## config.mk

```make
export PLATFORM = sky130hd
export DESIGN_NAME = tdm_jitter_loop
export DESIGN_NICKNAME = d
export VERILOG_FILES = /design/src/jbuf_mem.v /design/src/skid2.v /design/src/tdm_jitter_loop.v
export VERILOG_INCLUDE_DIRS = /design/src /design/src/src
export SDC_FILE = /design/constraint.sdc
export NUM_CORES = 1
export LEC_CHECK = 0
export BUFFER_PORTS_ARGS = -buffer_cell sky130_fd_sc_hd__buf_2
export CAP_MARGIN = 10
export CELL_PAD_IN_SITES_DETAIL_PLACEMENT = 0
export CELL_PAD_IN_SITES_GLOBAL_PLACEMENT = 2
export CORE_ASPECT_RATIO = 2
export CORE_UTILIZATION = 40
export CTS_BUF_LIST = sky130_fd_sc_hd__clkbuf_4 sky130_fd_sc_hd__clkbuf_8
export CTS_CLUSTER_DIAMETER = 120
export DETAILED_ROUTE_END_ITERATION = 6
export GPL_TIMING_DRIVEN = 1
export PLACE_DENSITY_LB_ADDON = 0.25
export SYNTH_ARGS = -nofsm -noshare
export SYNTH_HDL_FRONTEND = slang
export SYNTH_SLANG_ARGS = --single-unit
```

## constraint.sdc

```tcl
create_clock -name CLK -period 3.59 [get_ports CLK]
set_clock_uncertainty 0.1 [all_clocks]
set_input_delay 0.359 -clock CLK [delete_from_list [all_inputs] [get_ports CLK]]
set_output_delay 0.359 -clock CLK [all_outputs]
set_load 0.02 [all_outputs]
```

## src/jbuf_defines.vh

```
// Offsets, field positions, loop codes, reset values and response codes of the jitter buffer block.
`ifndef JBUF_DEFINES_VH
`define JBUF_DEFINES_VH
`define OFF_CTRL 8'h00
`define OFF_UDP_PORT 8'h04
`define OFF_STATUS 8'h08
`define OFF_OVF_COUNT 8'h0C
`define OFF_UNF_COUNT 8'h10
`define OFF_FILL 8'h14
`define CTRL_LOOP_LSB 0
`define CTRL_LOOP_MSB 1
`define LOOP_DISABLED 2'h0
`define LOOP_INTERNAL 2'h1
`define LOOP_EXTERNAL 2'h2
`define UDP_PORT_RESET 16'h085E
`define RESP_OKAY 2'h0
`define RESP_SLVERR 2'h2
`endif

```

## src/jbuf_mem.v

```verilog
// Storage array of the jitter buffer with a registered read port.
`timescale 1ns/100ps
`default_nettype none
module jbuf_mem #(
  parameter WIDTH = 8,
  parameter AW = 4
) (
  // Clock.
  input wire clk,
  // Write port.
  input wire wr_en,
  input wire [AW-1:0] wr_addr,
  input wire [WIDTH-1:0] wr_data,
  // Read port.
  input wire rd_en,
  input wire [AW-1:0] rd_addr,
  output reg [WIDTH-1:0] rd_data
);
  reg [WIDTH-1:0] mem [0:(1<<AW)-1];

  always @(posedge clk) begin
    if (wr_en) begin
      mem[wr_addr] <= wr_data;
    end
    if (rd_en) begin
      rd_data <= mem[rd_addr];
    end
  end
endmodule // jbuf_mem
`default_nettype wire

```

## src/skid2.v

```verilog
// Two-entry buffer with valid and ready on both sides.
`timescale 1ns/100ps
`default_nettype none
module skid2 #(
  parameter WIDTH = 8
) (
  // Clock and reset.
  input wire clk,
  input wire srst,
  // Filling side.
  input wire in_valid,
  output wire in_ready,
  input wire [WIDTH-1:0] in_data,
  // Draining side.
  output wire out_valid,
  input wire out_ready,
  output wire [WIDTH-1:0] out_data
);
  reg [WIDTH-1:0] d0_r;
  reg [WIDTH-1:0] d1_r;
  reg [1:0] cnt_r;
  wire push;
  wire pop;

  assign in_ready = (cnt_r != 2'd2);
  assign out_valid = (cnt_r != 2'd0);
  assign out_data = d0_r;
  assign push = in_valid && in_ready;
  assign pop = out_valid && out_ready;

  always @(posedge clk) begin
    if (srst) begin
      cnt_r <= 2'd0;
      d0_r <= {WIDTH{1'b0}};
      d1_r <= {WIDTH{1'b0}};
    end else begin
      if (pop) begin
        d0_r <= d1_r;
      end
      if (push) begin
        if ((cnt_r == 2'd0) || (cnt_r == 2'd1 && pop)) begin
          d0_r <= in_data;
        end else begin
          d1_r <= in_data;
        end
      end
      cnt_r <= cnt_r + {1'b0, push} - {1'b0, pop};
    end
  end
endmodule // skid2
`default_nettype wire

```

## src/tdm_jitter_loop.v

```verilog
// Jitter buffer with overflow flush, event counters and loopback steering for one channel.
//
// Notes on behaviour
// - Each overflow event bumps a readable overflow counter until it reaches full scale.
// - Playout starts only once the buffer reaches half full, leaving equal headroom.
// - Packet words that arrive with the buffer full are dropped and flagged as overflow.
// - An overflow empties the buffer at once and raises a forced underflow with it.
// - After the flush the buffer refills from empty to the midpoint before playout.
// - The forced underflow is also counted, so true underflows are the difference.
// - A writable UDP destination port is carried on outgoing packets, default 2142.
// - A loopback state selects internal, external or disabled; disabled ends looping.
// - External loop returns TDM receive data to the port and still sends it onward.
// - Internal loop returns network data to the network and still plays it out.
// - A line loopback command from the facility data link forces external loop.
`timescale 1ns/100ps
`default_nettype none
`include "jbuf_defines.vh"
module tdm_jitter_loop #(
  parameter WIDTH = 8,
  parameter AW = 4,
  parameter CW = 16
) (
  // Clock and reset.
  input wire CLK,
  input wire SRST,
  // AXI4-Lite write address and data.
  input wire [7:0] S_AXI_AWADDR,
  input wire S_AXI_AWVALID,
  output reg S_AXI_AWREADY,
  input wire [31:0] S_AXI_WDATA,
  input wire [3:0] S_AXI_WSTRB,
  input wire S_AXI_WVALID,
  output reg S_AXI_WREADY,
  // AXI4-Lite write response.
  output reg [1:0] S_AXI_BRESP,
  output reg S_AXI_BVALID,
  input wire S_AXI_BREADY,
  // AXI4-Lite read.
  input wire [7:0] S_AXI_ARADDR,
  input wire S_AXI_ARVALID,
  output reg S_AXI_ARREADY,
  output reg [31:0] S_AXI_RDATA,
  output reg [1:0] S_AXI_RRESP,
  output reg S_AXI_RVALID,
  input wire S_AXI_RREADY,
  // Packet side receive words into the buffer.
  input wire [WIDTH-1:0] NET_RX_DATA,
  input wire NET_RX_VALID,
  // TDM side playout request and data.
  input wire TDM_TX_TICK,
  output reg [WIDTH-1:0] TDM_TX_DATA,
  output reg TDM_TX_VALID,
  // TDM receive words, toward network.
  input wire [WIDTH-1:0] TDM_RX_DATA,
  input wire TDM_RX_VALID,
  output reg [WIDTH-1:0] TDM_LOOP_DATA,
  output reg TDM_LOOP_VALID,
  // Toward packet network through two-entry buffer.
  output reg [WIDTH-1:0] NET_TX_DATA,
  output reg NET_TX_VALID,
  input wire NET_TX_READY,
  output reg [15:0] NET_TX_UDP_PORT,
  // Facility data link line loopback command.
  input wire FDL_LINE_LOOP,
  // Status.
  output reg OVERFLOW_PULSE,
  output reg UNDERFLOW_PULSE
);
  // Full is 2**AW entries and the midpoint half of that, built at the width of the fill count.
  localparam [AW:0] FULL = {1'b1, {AW{1'b0}}};
  localparam [AW:0] MID = {2'b01, {(AW-1){1'b0}}};
  // Flush lasts one cycle: the word streaming in during that cycle is dropped, not recounted.
  localparam ST_FILL = 2'd0;
  localparam ST_PLAY = 2'd1;
  localparam ST_FLUSH = 2'd2;

  reg [1:0] loop_r;
  reg fdl_loop_r;
  reg fdl_prev_r;
  reg [15:0] udp_r;
  reg [1:0] st_r;
  reg [1:0] st_nxt;
  reg [AW:0] fill_r;
  reg [AW-1:0] wp_r;
  reg [AW-1:0] rp_r;
  reg [CW-1:0] ovf_cnt_r;
  reg [CW-1:0] unf_cnt_r;
  reg rd_pend_r;
  reg aw_got_r;
  reg w_got_r;
  reg [7:0] aw_addr_r;
  reg [31:0] w_data_r;
  reg [3:0] w_strb_r;
  wire [WIDTH-1:0] mem_q;
  wire [1:0] loop_eff;
  wire wr_ok;
  wire ovf_evt;
  wire starve;
  wire unf_evt;
  wire rd_ok;
  wire src_valid;
  wire [WIDTH-1:0] src_data;
  wire dis_wr;
  wire skid_valid;
  wire [WIDTH-1:0] skid_data;
  wire skid_take;

  // Command from the line wins over a disabled setting.
  assign loop_eff = fdl_loop_r ? `LOOP_EXTERNAL : loop_r;

  // A write of the disabled value ends a loop forced from the line as well; the command
  // must drop and rise again to re-arm it.
  assign dis_wr = aw_got_r && w_got_r && w_strb_r[0]
    && ({aw_addr_r[7:2], 2'b00} == `OFF_CTRL)
    && (w_data_r[`CTRL_LOOP_MSB:`CTRL_LOOP_LSB] == `LOOP_DISABLED);

  assign wr_ok = NET_RX_VALID && (fill_r != FULL) && (st_r != ST_FLUSH);
  // Only the first full hit counts; the flush state swallows the rest.
  assign ovf_evt = NET_RX_VALID && (fill_r == FULL) && (st_r != ST_FLUSH);
  // An empty buffer at a playout request is a genuine underflow and sends it back to filling.
  assign starve = TDM_TX_TICK && (st_r == ST_PLAY) && (fill_r == {(AW+1){1'b0}});
  assign unf_evt = ovf_evt || starve;
  assign rd_ok = TDM_TX_TICK && (st_r == ST_PLAY) && (fill_r != {(AW+1){1'b0}});

  jbuf_mem #(.WIDTH(WIDTH), .AW(AW)) u_mem (
    .clk(CLK),
    .wr_en(wr_ok),
    .wr_addr(wp_r),
    .wr_data(NET_RX_DATA),
    .rd_en(rd_ok),
    .rd_addr(rp_r),
    .rd_data(mem_q)
  );

  always @* begin
    st_nxt = st_r;
    case (st_r)
      ST_FILL: begin
        if (ovf_evt) begin
          st_nxt = ST_FLUSH;
        end else if (fill_r + {{AW{1'b0}}, wr_ok} >= MID) begin
          st_nxt = ST_PLAY;
        end
      end
      ST_PLAY: begin
        if (ovf_evt) begin
          st_nxt = ST_FLUSH;
        end else if (starve) begin
          st_nxt = ST_FILL;
        end
      end
      ST_FLUSH: begin
        st_nxt = ST_FILL;
      end
      default: begin
        st_nxt = ST_FILL;
      end
    endcase
  end

  always @(posedge CLK) begin
    if (SRST) begin
      st_r <= ST_FILL;
      fill_r <= {(AW+1){1'b0}};
      wp_r <= {AW{1'b0}};
      rp_r <= {AW{1'b0}};
      ovf_cnt_r <= {CW{1'b0}};
      unf_cnt_r <= {CW{1'b0}};
      rd_pend_r <= 1'b0;
      OVERFLOW_PULSE <= 1'b0;
      UNDERFLOW_PULSE <= 1'b0;
      TDM_TX_DATA <= {WIDTH{1'b0}};
      TDM_TX_VALID <= 1'b0;
      fdl_loop_r <= 1'b0;
      fdl_prev_r <= 1'b0;
    end else begin
      st_r <= st_nxt;
      // Only a rising command arms the loop, so a disable write sticks while it stays high.
      fdl_prev_r <= FDL_LINE_LOOP;
      fdl_loop_r <= FDL_LINE_LOOP && (fdl_loop_r || !fdl_prev_r) && !dis_wr;
      OVERFLOW_PULSE <= ovf_evt;
      UNDERFLOW_PULSE <= unf_evt;
      if (ovf_evt) begin
        // Flush drops everything held, empties the buffer in one step.
        fill_r <= {(AW+1){1'b0}};
        wp_r <= {AW{1'b0}};
        rp_r <= {AW{1'b0}};
      end else begin
        fill_r <= fill_r + {{AW{1'b0}}, wr_ok} - {{AW{1'b0}}, rd_ok};
        if (wr_ok) begin
          wp_r <= wp_r + {{(AW-1){1'b0}}, 1'b1};
        end
        if (rd_ok) begin
          rp_r <= rp_r + {{(AW-1){1'b0}}, 1'b1};
        end
      end
      // Counters stop at full scale; a wrapped count would read as fewer events than happened.
      if (ovf_evt && ovf_cnt_r != {CW{1'b1}}) begin
        ovf_cnt_r <= ovf_cnt_r + {{(CW-1){1'b0}}, 1'b1};
      end
      if (unf_evt && unf_cnt_r != {CW{1'b1}}) begin
        unf_cnt_r <= unf_cnt_r + {{(CW-1){1'b0}}, 1'b1};
      end
      rd_pend_r <= rd_ok && !ovf_evt;
      TDM_TX_VALID <= rd_pend_r;
      if (rd_pend_r) begin
        TDM_TX_DATA <= mem_q;
      end
    end
  end

  // External loop returns line data to the line.
  always @(posedge CLK) begin
    if (SRST) begin
      TDM_LOOP_DATA <= {WIDTH{1'b0}};
      TDM_LOOP_VALID <= 1'b0;
    end else begin
      TDM_LOOP_VALID <= TDM_RX_VALID && (loop_eff == `LOOP_EXTERNAL);
      TDM_LOOP_DATA <= TDM_RX_DATA;
    end
  end

  // Internal loop returns network words to the network; else line words go onward.
  assign src_valid = (loop_eff == `LOOP_INTERNAL) ? rd_pend_r : TDM_RX_VALID;
  assign src_data = (loop_eff == `LOOP_INTERNAL) ? mem_q : TDM_RX_DATA;
  assign skid_take = skid_valid && (!NET_TX_VALID || NET_TX_READY);

  // Words that arrive while both entries are full are lost; the line side cannot stall.
  skid2 #(.WIDTH(WIDTH)) u_skid (
    .clk(CLK),
    .srst(SRST),
    .in_valid(src_valid),
    .in_ready(),
    .in_data(src_data),
    .out_valid(skid_valid),
    .out_ready(!NET_TX_VALID || NET_TX_READY),
    .out_data(skid_data)
  );

  always @(posedge CLK) begin
    if (SRST) begin
      NET_TX_VALID <= 1'b0;
      NET_TX_DATA <= {WIDTH{1'b0}};
      NET_TX_UDP_PORT <= `UDP_PORT_RESET;
    end else begin
      NET_TX_UDP_PORT <= udp_r;
      if (skid_take) begin
        NET_TX_VALID <= 1'b1;
        NET_TX_DATA <= skid_data;
      end else if (NET_TX_READY) begin
        NET_TX_VALID <= 1'b0;
      end
    end
  end

  // AXI4-Lite write: address and data taken in either order, then one response.
  always @(posedge CLK) begin
    if (SRST) begin
      S_AXI_AWREADY <= 1'b0;
      S_AXI_WREADY <= 1'b0;
      S_AXI_BVALID <= 1'b0;
      S_AXI_BRESP <= `RESP_OKAY;
      aw_got_r <= 1'b0;
      w_got_r <= 1'b0;
      aw_addr_r <= 8'h00;
      w_data_r <= 32'h0000_0000;
      w_strb_r <= 4'h0;
      loop_r <= `LOOP_DISABLED;
      udp_r <= `UDP_PORT_RESET;
    end else begin
      S_AXI_AWREADY <= !aw_got_r && !S_AXI_AWREADY && S_AXI_AWVALID && !S_AXI_BVALID;
      S_AXI_WREADY <= !w_got_r && !S_AXI_WREADY && S_AXI_WVALID && !S_AXI_BVALID;
      if (S_AXI_AWVALID && S_AXI_AWREADY) begin
        aw_got_r <= 1'b1;
        aw_addr_r <= S_AXI_AWADDR;
      end
      if (S_AXI_WVALID && S_AXI_WREADY) begin
        w_got_r <= 1'b1;
        w_data_r <= S_AXI_WDATA;
        w_strb_r <= S_AXI_WSTRB;
      end
      if (aw_got_r && w_got_r) begin
        aw_got_r <= 1'b0;
        w_got_r <= 1'b0;
        S_AXI_BVALID <= 1'b1;
        S_AXI_BRESP <= `RESP_OKAY;
        case ({aw_addr_r[7:2], 2'b00})
          `OFF_CTRL: begin
            if (w_strb_r[0]) begin
              loop_r <= w_data_r[`CTRL_LOOP_MSB:`CTRL_LOOP_LSB];
            end
          end
          `OFF_UDP_PORT: begin
            if (w_strb_r[0]) begin
              udp_r[7:0] <= w_data_r[7:0];
            end
            if (w_strb_r[1]) begin
              udp_r[15:8] <= w_data_r[15:8];
            end
          end
          `OFF_STATUS, `OFF_OVF_COUNT, `OFF_UNF_COUNT, `OFF_FILL: begin
            S_AXI_BRESP <= `RESP_OKAY;
          end
          default: begin
            S_AXI_BRESP <= `RESP_SLVERR;
          end
        endcase
      end else if (S_AXI_BVALID && S_AXI_BREADY) begin
        S_AXI_BVALID <= 1'b0;
      end
    end
  end

  // AXI4-Lite read.
  always @(posedge CLK) begin
    if (SRST) begin
      S_AXI_ARREADY <= 1'b0;
      S_AXI_RVALID <= 1'b0;
      S_AXI_RDATA <= 32'h0000_0000;
      S_AXI_RRESP <= `RESP_OKAY;
    end else begin
      S_AXI_ARREADY <= S_AXI_ARVALID && !S_AXI_ARREADY && !S_AXI_RVALID;
      if (S_AXI_ARVALID && S_AXI_ARREADY) begin
        S_AXI_RVALID <= 1'b1;
        S_AXI_RRESP <= `RESP_OKAY;
        // Unused upper bits read as zero.
        S_AXI_RDATA <= 32'h0000_0000;
        case ({S_AXI_ARADDR[7:2], 2'b00})
          `OFF_CTRL: S_AXI_RDATA[1:0] <= loop_r;
          `OFF_UDP_PORT: S_AXI_RDATA[15:0] <= udp_r;
          `OFF_STATUS: S_AXI_RDATA[4:0] <= {fdl_loop_r, loop_eff, st_r};
          `OFF_OVF_COUNT: S_AXI_RDATA[CW-1:0] <= ovf_cnt_r;
          `OFF_UNF_COUNT: S_AXI_RDATA[CW-1:0] <= unf_cnt_r;
          `OFF_FILL: S_AXI_RDATA[AW:0] <= fill_r;
          default: S_AXI_RRESP <= `RESP_SLVERR;
        endcase
      end else if (S_AXI_RVALID && S_AXI_RREADY) begin
        S_AXI_RVALID <= 1'b0;
      end
    end
  end
endmodule // tdm_jitter_loop
`default_nettype wire

```

==> impl_results.md, run 1 <==
- CTS buffer count: 46
- Ports: 166
- Max_cap viols: 0
- Largest net degree at the start of global routing: 103
- Die Ht: around 250 um
- Ys flop type: dfxtp_1
- Worst setup EP type: flop
- Share of post-route cells with drive strength above 1: 22.9%
- Mean Syn Cell Area: 12.0 um^2
- Hold crit path type: in2reg
- Post-Syn Instances: about 1100
- RSZ-0062 raised after global routing: false
- Die area: between 0.03 and 0.04 mm^2
- F_max: 0.369 GHz
- H-tree depth: 2
- Area Growth Syn to Fin: 20.3%
- Number of core rows: 91
- Routed Antenna Nets: 0
- # DRC: 0
- # clock sinks: 316
- Required time of the critical path: 3.95 ns
- P per Cell Area: around 500 mW/mm^2
- DP Area: 0.0138 mm^2
- Worst EP arrival: 3.07 ns
- Setup tns final: 0 ns
- Cell area after layout: between 0.015 and 0.02 mm^2
- Initial Utilization: around 41%
- Hold slack: 0.0407 ns
- First-pass GRT wire length: 48.6 mm
- Fin. Hold Viols: 0
- Worst Setup Slack, final: 0.880 ns
- Endpoints failing setup: 0
- Post-DP HPWL: 22.9 mm
- Synthesized flop and latch total: 316
- Synth warnings: 0
- Placed insts: 1568
- VDD IR-drop max: 0.000439 V
- Vias per Instance: 5.03
- Latest clock arrival within the worst-skew pair: around 0.59 ns
- Sequential area share after synthesis: about three fifths
- Nets@finish: 1334
- Setup WS pre-CTS: 0.855 ns
- Outcome: complete, no violations
- Core Area: 0.0310 mm^2
- Worst Max-Slew Pin Slew: 0.960 ns
- Root buffer cell: clkbuf_8
- CTS tree: yes
- Part of the cycle the worst path needs: 75.5%
- RePlAce Congestion: 0.780
- Wire per inst: 18.8 um
- Leakage power: roughly 5.5 nW
- Synth async-reset ratio: 0%
- Initial DRC Count: 352
- IO buf count: 125
- Post-synth top cells: dfxtp_1, edfxtp_1, nor2_1, nand2_1, a21oi_1
- Max clock buf depth: 3
- Max_slew headroom: between 30% and 40%
- Synth unique cells: 57
- GRT Util Overall: between 20% and 30%
- Area leader, netlist: edfxtp_1
- Chip Width: 128 um
- Synth area leaders: edfxtp_1, dfxtp_1, mux4_2
- Final Util: between 40% and 50%
- Initial antenna violation count: 1
- Element type at the critical path start: flop
- Pwr Total: between 7 and 8 mW
- Most common cell in the netlist: dfxtp_1
- Post-route insts no fill: between 1500 and 2000
- Reg clk slew, reported paths: 0.07 ns
- Routed via count: 8538
- Top cell type's share of synthesized area: 32.2%
- Setup Crit Path Kind: reg2reg
- Min Clock Period, post-route: 2.71 ns
- Grt ovf: 0
- Drt first pass iters: 4
- Post-synth EDFFs: about 140
- Top fanout value on the critical path: 7
- Mapped Area: approximately 0.013 mm^2
- Vias in the first global route: 8692
- Routed WL: ~32 mm
- Slew Viols, Final: 0
## cells by family after synthesis
logic type | count (synthesis) | synth area share (%)
buf+inv | 94 | 3.33
xor+xnor | 28 | 1.93
compound gates | 147 | 7.20
fa+ha+maj | 13 | 1.28
other cells | 1 | 0.0296
mux | 93 | 11.6
simple gates | 365 | 14.0
flops | 316 | 60.6
## layer usage
metal	track usage (%)	share of wire (%)	vias up	wire [um]
li1	-	-	4189	-
met5	0	0	-	0
met2	43.1	62	157	19700
met3	2.51	2.8	54	907
met1	18.6	33	4138	10400
met4	7.23	2.7	0	853
## path summary, 6_finish.rpt
| path | from | endpoint | slack (ns) | cells after the start |
|---|---|---|---|---|
| hold reg to reg | S_AXI_RRESP[1]$_SDFFE_PP0P_ | S_AXI_RRESP[1]$_SDFFE_PP0P_ | 0.35 | 2 |
| setup reg to reg | fill_r[2]$_SDFF_PP0_ | fill_r[3]$_SDFF_PP0_ | 0.88 | 8 |
| hold / removal | NET_RX_DATA[4] | u_mem.mem[12][4]$_DFFE_PP_ | 0.04 | 1 |
| setup / recovery | fill_r[2]$_SDFF_PP0_ | fill_r[3]$_SDFF_PP0_ | 0.88 | 8 |
## area by class of cell
class | count | area [um^2]
antenna | 1 | 2.50
multi-input combinational | 664 | 4660
clock buffer | 66 | 833
fill | 2881 | 15700
sequential | 316 | 7690
inverter | 18 | 67.6
clock inverter | 19 | 209
tap | 418 | 523
timing repair buffer | 195 | 1290
## layout by cell type, fill, tap and decap left out, drive strengths merged, types with 10 or more instances in the layout
cell	instances
dfxtp	180
buf	152
edfxtp	136
nor2	109
nand2	95
a21oi	80
clkbuf	66
dlygate4sd3	43
mux4	42
mux2i	38
nor2b	31
nor3	25
nand3	25
inv	21
conb	18
xnor2	17
nand4	15
o21ai	14
a22o	13
ha	13
a211oi	13
mux2	13
a221oi	12
xor2	11
or4	10
clkinv	10
## state kept, by name (all words and copies together), names as in the netlist, 2 cells and up
register / cells
NET_TX_DATA: 8
NET_TX_UDP_PORT: 16
S_AXI_RDATA: 16
TDM_LOOP_DATA: 8
TDM_TX_DATA: 8
aw_addr_r: 6
fill_r: 5
loop_r: 2
ovf_cnt_r: 16
rp_r: 4
st_r: 2
u_mem.mem: 128
u_mem.rd_data: 8
u_skid.cnt_r: 2
u_skid.d1_r: 8
u_skid.out_data: 8
udp_r: 16
unf_cnt_r: 16
w_data_r: 16
w_strb_r: 2
wp_r: 4
## what timing repair did
item,4_1_cts,5_1_grt
hold buffers,43,0
gates resized for setup,0,0
hold endpoints to repair,41,0
buffers inserted,0,0
## critical path, stage by stage (launching register included)
cell     delay (ns)
dfxtp_1        0.36
or4_1          0.70
o211a_2        0.37
ha_1           0.21
ha_1           0.20
xnor2_1        0.28
nand3_1        0.13
xnor2_1        0.18
nor2_1         0.05
## power by group
group / total (mW) / internal (mW) / switching, mW
clock: 3.21 / 1.80 / 1.41
sequential: 3.90 / 3.84 / 0.0607
combinational: 0.588 / 0.237 / 0.351
total: 7.70 / 5.88 / 1.82
Power figures use the tool's default switching activity.
==> inputs of run 2 (changes only) <==
--- a/config.mk
+++ b/config.mk
@@ -11,7 +11,7 @@
 export CELL_PAD_IN_SITES_DETAIL_PLACEMENT = 0
 export CELL_PAD_IN_SITES_GLOBAL_PLACEMENT = 2
 export CORE_ASPECT_RATIO = 2
-export CORE_UTILIZATION = 40
+export CORE_UTILIZATION = 36
 export CTS_BUF_LIST = sky130_fd_sc_hd__clkbuf_4 sky130_fd_sc_hd__clkbuf_8
 export CTS_CLUSTER_DIAMETER = 120
 export DETAILED_ROUTE_END_ITERATION = 6
==> constraint.sdc (replaced) <==
create_clock -name CLK -period 2.45 [get_ports CLK]
set_clock_uncertainty 0.1 [all_clocks]
set_input_delay 0.245 -clock CLK [delete_from_list [all_inputs] [get_ports CLK]]
set_output_delay 0.245 -clock CLK [all_outputs]
set_load 0.02 [all_outputs]
==> impl_results.md, run 2 (synthesized netlist as in run 1, its figures left out) <==
- Outcome: complete, no violations
- Part of the cycle the worst path needs: between 90% and 100%
- Initial antenna violation count: 1
- RePlAce Congestion: 0.799
- Share of post-route cells with drive strength above 1: around a quarter
- CTS buffer count: 46
- Setup Crit Path Kind: reg2reg
- # clock sinks: 316
- Endpoints failing setup: 0
- RSZ-0062 raised after global routing: false
- Die area: 0.0360 mm^2
- Core Area: 0.0345 mm^2
- F_max: 0.423 GHz
- Grt ovf: 0
- Largest net degree at the start of global routing: roughly 160
- Slew Viols, Final: 0
- Required time of the critical path: 2.82 ns
- Leakage power: ~5.7 nW
- First-pass GRT wire length: 50.6 mm
- Number of core rows: 96
- P per Cell Area: ~700 mW/mm^2
- Cell area after layout: 0.0156 mm^2
- Root buffer cell: clkbuf_8
- Top fanout value on the critical path: 3
- Wire per inst: 19.0 um
- Element type at the critical path start: flop
- Drt first pass iters: 6
- Ports: 166
- Worst Hold Path EP: S_AXI_RDATA[2]$_SDFFE_PP0P_
- FILL cells: 3239
- Hold crit path type: in2reg
- Max reg flops: roughly 130
- Vias per Instance: a little under 5
- Hold slack: 0.0563 ns
- Die Ht: approximately 270 um
- Reg clk slew, reported paths: 0.06 ns
- H-tree depth: 2
- RR Startpoint: fill_r[2]$_SDFF_PP0_
- VDD IR-drop max: 0.000452 V
- Nets@finish: 1377
- Worst reg2reg setup slack: 0.08 ns
- Most frequent cells in the layout: dfxtp_1, edfxtp_1, buf_2, nor2_1, nand2_1
- Min Clock Period, post-route: 2.37 ns
- GRT Util Overall: 18.9%
- Post-DP HPWL: 24.0 mm
- Worst setup EP type: flop
- IO buf count: 125
- Pwr Total: 10.9 mW
- Max clock buf depth: 3
- Worst EP arrival: around 2.7 ns
- DP Area: 0.0141 mm^2
- Max_slew headroom: 37.9%
- CTS tree: yes
- Initial DRC Count: 294
- # DRC: 0
- Vias in the first global route: 9111
- Initial Utilization: 36.8%
- Latest clock arrival within the worst-skew pair: 0.60 ns
- Worst Max-Slew Pin Slew: 0.928 ns
- Worst R2R Path Depth: 9
- Routed via count: 8720
- Setup tns final: 0 ns
- Routed Antenna Nets: 0
- Max_cap viols: 0
- Min-delay src: S_AXI_ARADDR[6]
- Largest Register: u_mem.mem
- Area Growth Syn to Fin: 22.8%
- Chip Width: about 130 um
- Commonest non-fill, non-tap cell in the layout: dfxtp_1
- Crit. Startpoint: fill_r[2]$_SDFF_PP0_
- Fin. Hold Viols: 0
- Cell count of the worst hold path: 5
- FF-to-FF End: fill_r[4]$_SDFF_PP0_
- Routed WL: 33.3 mm
- Setup bufs post-CTS: 0
-- run 2: changes by cell type in the layout (fill, tap and decap cells not counted), sizes merged --
cell | previous run | this run
clkinvlp | 2 | 1
buf | 152 | 181
dlygate4sd3 | 43 | 57
clkbuf | 66 | 70
bufinv | 4 | 0
clkinv | 10 | 6
inv | 21 | 19
-- run 2: layout make-up --
class / instances / area [um^2] / area share (%)
well taps: 441 / 552 / 3.54
multi-input cells: 664 / 4690 / 30.1
repair buffers: 238 / 1660 / 10.6
inverters: 18 / 67.6 / 0.434
clock buffers: 70 / 863 / 5.54
flip-flops and latches: 316 / 7690 / 49.3
diodes: 1 / 2.50 / 0.0161
clock inverters: 8 / 58.8 / 0.377
-- run 2: repair_timing --
| action | 4_1_cts | 5_1_grt |
|---|---|---|
| endpoints found under the hold margin | 179 | 0 |
| pin swaps | 0 | 1 |
| hold buffers | 57 | 0 |
| gates resized for setup | 2 | 6 |
| endpoints found under the setup margin | 1 | 13 |
-- run 2: worst max path at each step --
stage                                end  slack, ns  cells after the start
floorplan           fill_r[4]$_SDFF_PP0_      -0.01                     10
global placement    fill_r[4]$_SDFF_PP0_       0.03                      9
detailed placement  fill_r[4]$_SDFF_PP0_       0.01                      8
CTS                 fill_r[4]$_SDFF_PP0_       0.03                      9
global route        fill_r[4]$_SDFF_PP0_      0.005                      9
finish              fill_r[4]$_SDFF_PP0_       0.08                      9
-- run 2: critical path: stages, from the launching register on --
cell and delay, ns:
dfxtp_1 0.31, or4_4 0.56, o211a_4 0.25, ha_2 0.18
ha_2 0.25, inv_1 0.07, ha_2 0.18, nand3_1 0.09
xnor2_1 0.19, nor2_1 0.05
-- run 2: power by group --
part           switching, mW  internal [mW]
logic                  0.530          0.378
clock network           2.02           2.25
registers             0.0811           5.62
-- run 2: routing by layer --
layer / vias to the layer above / GRT usage (%) / routed length (um)
li1: 4269 / - / -
met1: 4226 / 17.0 / 10900
met2: 169 / 40.0 / 20300
met3: 56 / 2.73 / 1010
met4: 0 / 7.87 / 1150
met5: - / 0 / 0
-- run 2: metrics by stage --
stage	setup slack, ns	instances	util [%]
floorplan	-0.0115	1074	-
global placement	0.0279	1620	40.8
detailed placement	0.0118	1620	40.8
CTS	0.0317	1755	45.1
global route	0.00477	1756	45.2
finish	0.0840	1756	45.2
==> inputs of run 3 (changes only) <==
--- a/config.mk
+++ b/config.mk
@@ -17,6 +17,7 @@
 export DETAILED_ROUTE_END_ITERATION = 6
 export GPL_TIMING_DRIVEN = 1
 export PLACE_DENSITY_LB_ADDON = 0.25
+export RECOVER_POWER = 50
 export SYNTH_ARGS = -nofsm -noshare
 export SYNTH_HDL_FRONTEND = slang
 export SYNTH_SLANG_ARGS = --single-unit
==> impl_results.md, run 3 (synthesized netlist as in run 1, its figures left out) <==
- Outcome: complete, no violations
- Initial DRC Count: roughly 310
- Die area: ~0.036 mm^2
- Area Growth Syn to Fin: 22.0%
- Placed insts: approximately 1600
- Min Clock Period, post-route: 2.37 ns
- Setup Crit Path Kind: reg2reg
- Routed Antenna Nets: 0
- Largest Register: u_mem.mem
- Endpoints failing setup: 0
- Largest net degree at the start of global routing: around 160
- GRT Util Overall: about a fifth
- F_max: about 0.42 GHz
- Critical path depth: 9
- Crit path top cell by count: ha_2
- Leakage power: 5.42 nW
- Top fanout value on the critical path: 3
- Initial antenna violation count: 1
- Vias in the first global route: 9111
- FF-to-FF End: fill_r[4]$_SDFF_PP0_
- Reg clk slew, reported paths: approximately 0.060 ns
- Vias per Instance: 4.97
- Crit path to: fill_r[4]$_SDFF_PP0_
- CTS tree: yes
- Setup bufs post-CTS: 0
- Number of core rows: 96
- RSZ-0062 raised after global routing: false
- Max_cap viols: 0
- Nets@finish: roughly 1400
- Ports: 166
- Slowest CP cell: or4_4
- Element type at the critical path start: flop
- Required time of the critical path: about 2.8 ns
- P per Cell Area: roughly 700 mW/mm^2
- # clock sinks: 316
- Fin. Hold Viols: 0
- Post-DP HPWL: approximately 24 mm
- Pwr Total: 10.9 mW
- Worst reg2reg setup slack: 0.08 ns
- Post-route insts no fill: between 1500 and 2000
- Part of the cycle the worst path needs: 96.6%
- Core Area: 0.0345 mm^2
- VDD IR-drop max: 0.000450 V
- Slew Viols, Final: 0
- Crit path max-delay family: simple AND/OR/NAND/NOR gates
- Routed via count: between 8000 and 9000
- Wire per inst: about 19 um
- Grt ovf: 0
- First-pass GRT wire length: 50.6 mm
- RePlAce Congestion: around 0.80
- WP buf/inv: 1
- Routed WL: 33.3 mm
- RR Startpoint: fill_r[2]$_SDFF_PP0_
- Commonest non-fill, non-tap cell in the layout: dfxtp_1
- Max_slew headroom: approximately 19%
- Worst Max-Slew Pin Slew: 1.21 ns
- # DRC: 0
- Worst Setup Slack, final: 0.0825 ns
- Latest clock arrival within the worst-skew pair: 0.60 ns
- Most frequent cells in the layout: dfxtp_1, edfxtp_1, nor2_1, nand2_1, a21oi_1
- Setup WS pre-CTS: 0.0118 ns
- Root buffer cell: clkbuf_8
- Drt first pass iters: 6
- Max reg flops: 128
- Worst R2R Path Depth: 9
- H-tree depth: 2
- CTS buffer count: 46
- FILL cells: 3261
- IO buf count: 125
- Max clock buf depth: 3
- Hold crit path type: in2reg
- Final Util: ~45%
- Sequence of cells on the critical path: or4_4, o211a_4, ha_2, ha_2, inv_1, ha_2, nand3_1, xnor2_1, nor2_1
- Share of post-route cells with drive strength above 1: 19.8%
- Worst setup EP type: flop
- Worst EP arrival: 2.74 ns
- Die Ht: 268 um
- Initial Utilization: 36.8%
- Chip Width: 135 um
- Crit. Startpoint: fill_r[2]$_SDFF_PP0_
- CP max stage delay: 0.56 ns
run 3: final cells by class:
type / instances / area, um^2 / area share, %
diodes: 1 / 2.50 / 0.0162
clock buffers: 70 / 863 / 5.57
repair buffers: 238 / 1560 / 10.1
multi-input cells: 664 / 4690 / 30.3
clock inverters: 8 / 58.8 / 0.380
inverters: 18 / 67.6 / 0.436
well taps: 441 / 552 / 3.56
flip-flops and latches: 316 / 7690 / 49.6
run 3: layer usage:
metal,track usage (%),share of wire (%)
met1,17.0,33
met2,40.0,61
met3,2.73,3.1
met4,7.87,3.2
met5,0,0
run 3: how the worst min path moves through the flow:
| stage | start | to | slack, ns | cells past startpoint |
|---|---|---|---|---|
| after global routing | S_AXI_ARADDR[6] | S_AXI_RDATA[3]$_SDFFE_PP0P_ | 0.05 | 5 |
| after CTS | S_AXI_ARADDR[7] | S_AXI_RDATA[2]$_SDFFE_PP0P_ | 0.003 | 5 |
| after global placement | aw_addr_r[5]$_SDFFE_PP0P_ | aw_addr_r[5]$_SDFFE_PP0P_ | 0.34 | 2 |
| after detailed placement | u_skid.out_data[0]$_SDFF_PP0_ | NET_TX_DATA[0]$_SDFFE_PP0P_ | 0.35 | 2 |
| final | S_AXI_ARADDR[7] | S_AXI_RDATA[2]$_SDFFE_PP0P_ | 0.05 | 5 |
| after floorplan | NET_RX_DATA[0] | u_mem.mem[0][0]$_DFFE_PP_ | 0.24 | 0 |
run 3: stage by stage:
| step | cell area, um^2 | hold WS [ns] | setup TNS [ns] |
|---|---|---|---|
| finish | 15500 | 0.0485 | 0 |
| global route | 15500 | 0.0492 | 0 |
| CTS | 15600 | 0.00314 | 0 |
| detailed placement | 14100 | 0.345 | 0 |
| global placement | 14100 | 0.341 | 0 |
| floorplan | 12800 | 0.244 | -0.0115 |
run 3: where the power goes:
part	switching [mW]	internal (mW)	leakage, nW
logic	0.530	0.360	2.24
clock network	2.02	2.25	0.492
registers	0.0814	5.62	2.69
run 3: repair_timing:
| item | 4_1_cts | 5_1_grt |
|---|---|---|
| hold buffers | 57 | 0 |
| pin swaps | 0 | 1 |
| resized for setup | 2 | 6 |
| endpoints found under the hold margin | 179 | 0 |
| cloned | 0 | 0 |
| endpoints found under the setup margin | 1 | 13 |
run 3: tightest hold or removal path: cells and delay by family:
family / cells / cell delay (ns)
buf+inv: 2 / 0.24
compound gates: 1 / 0.13
simple gates: 2 / 0.10
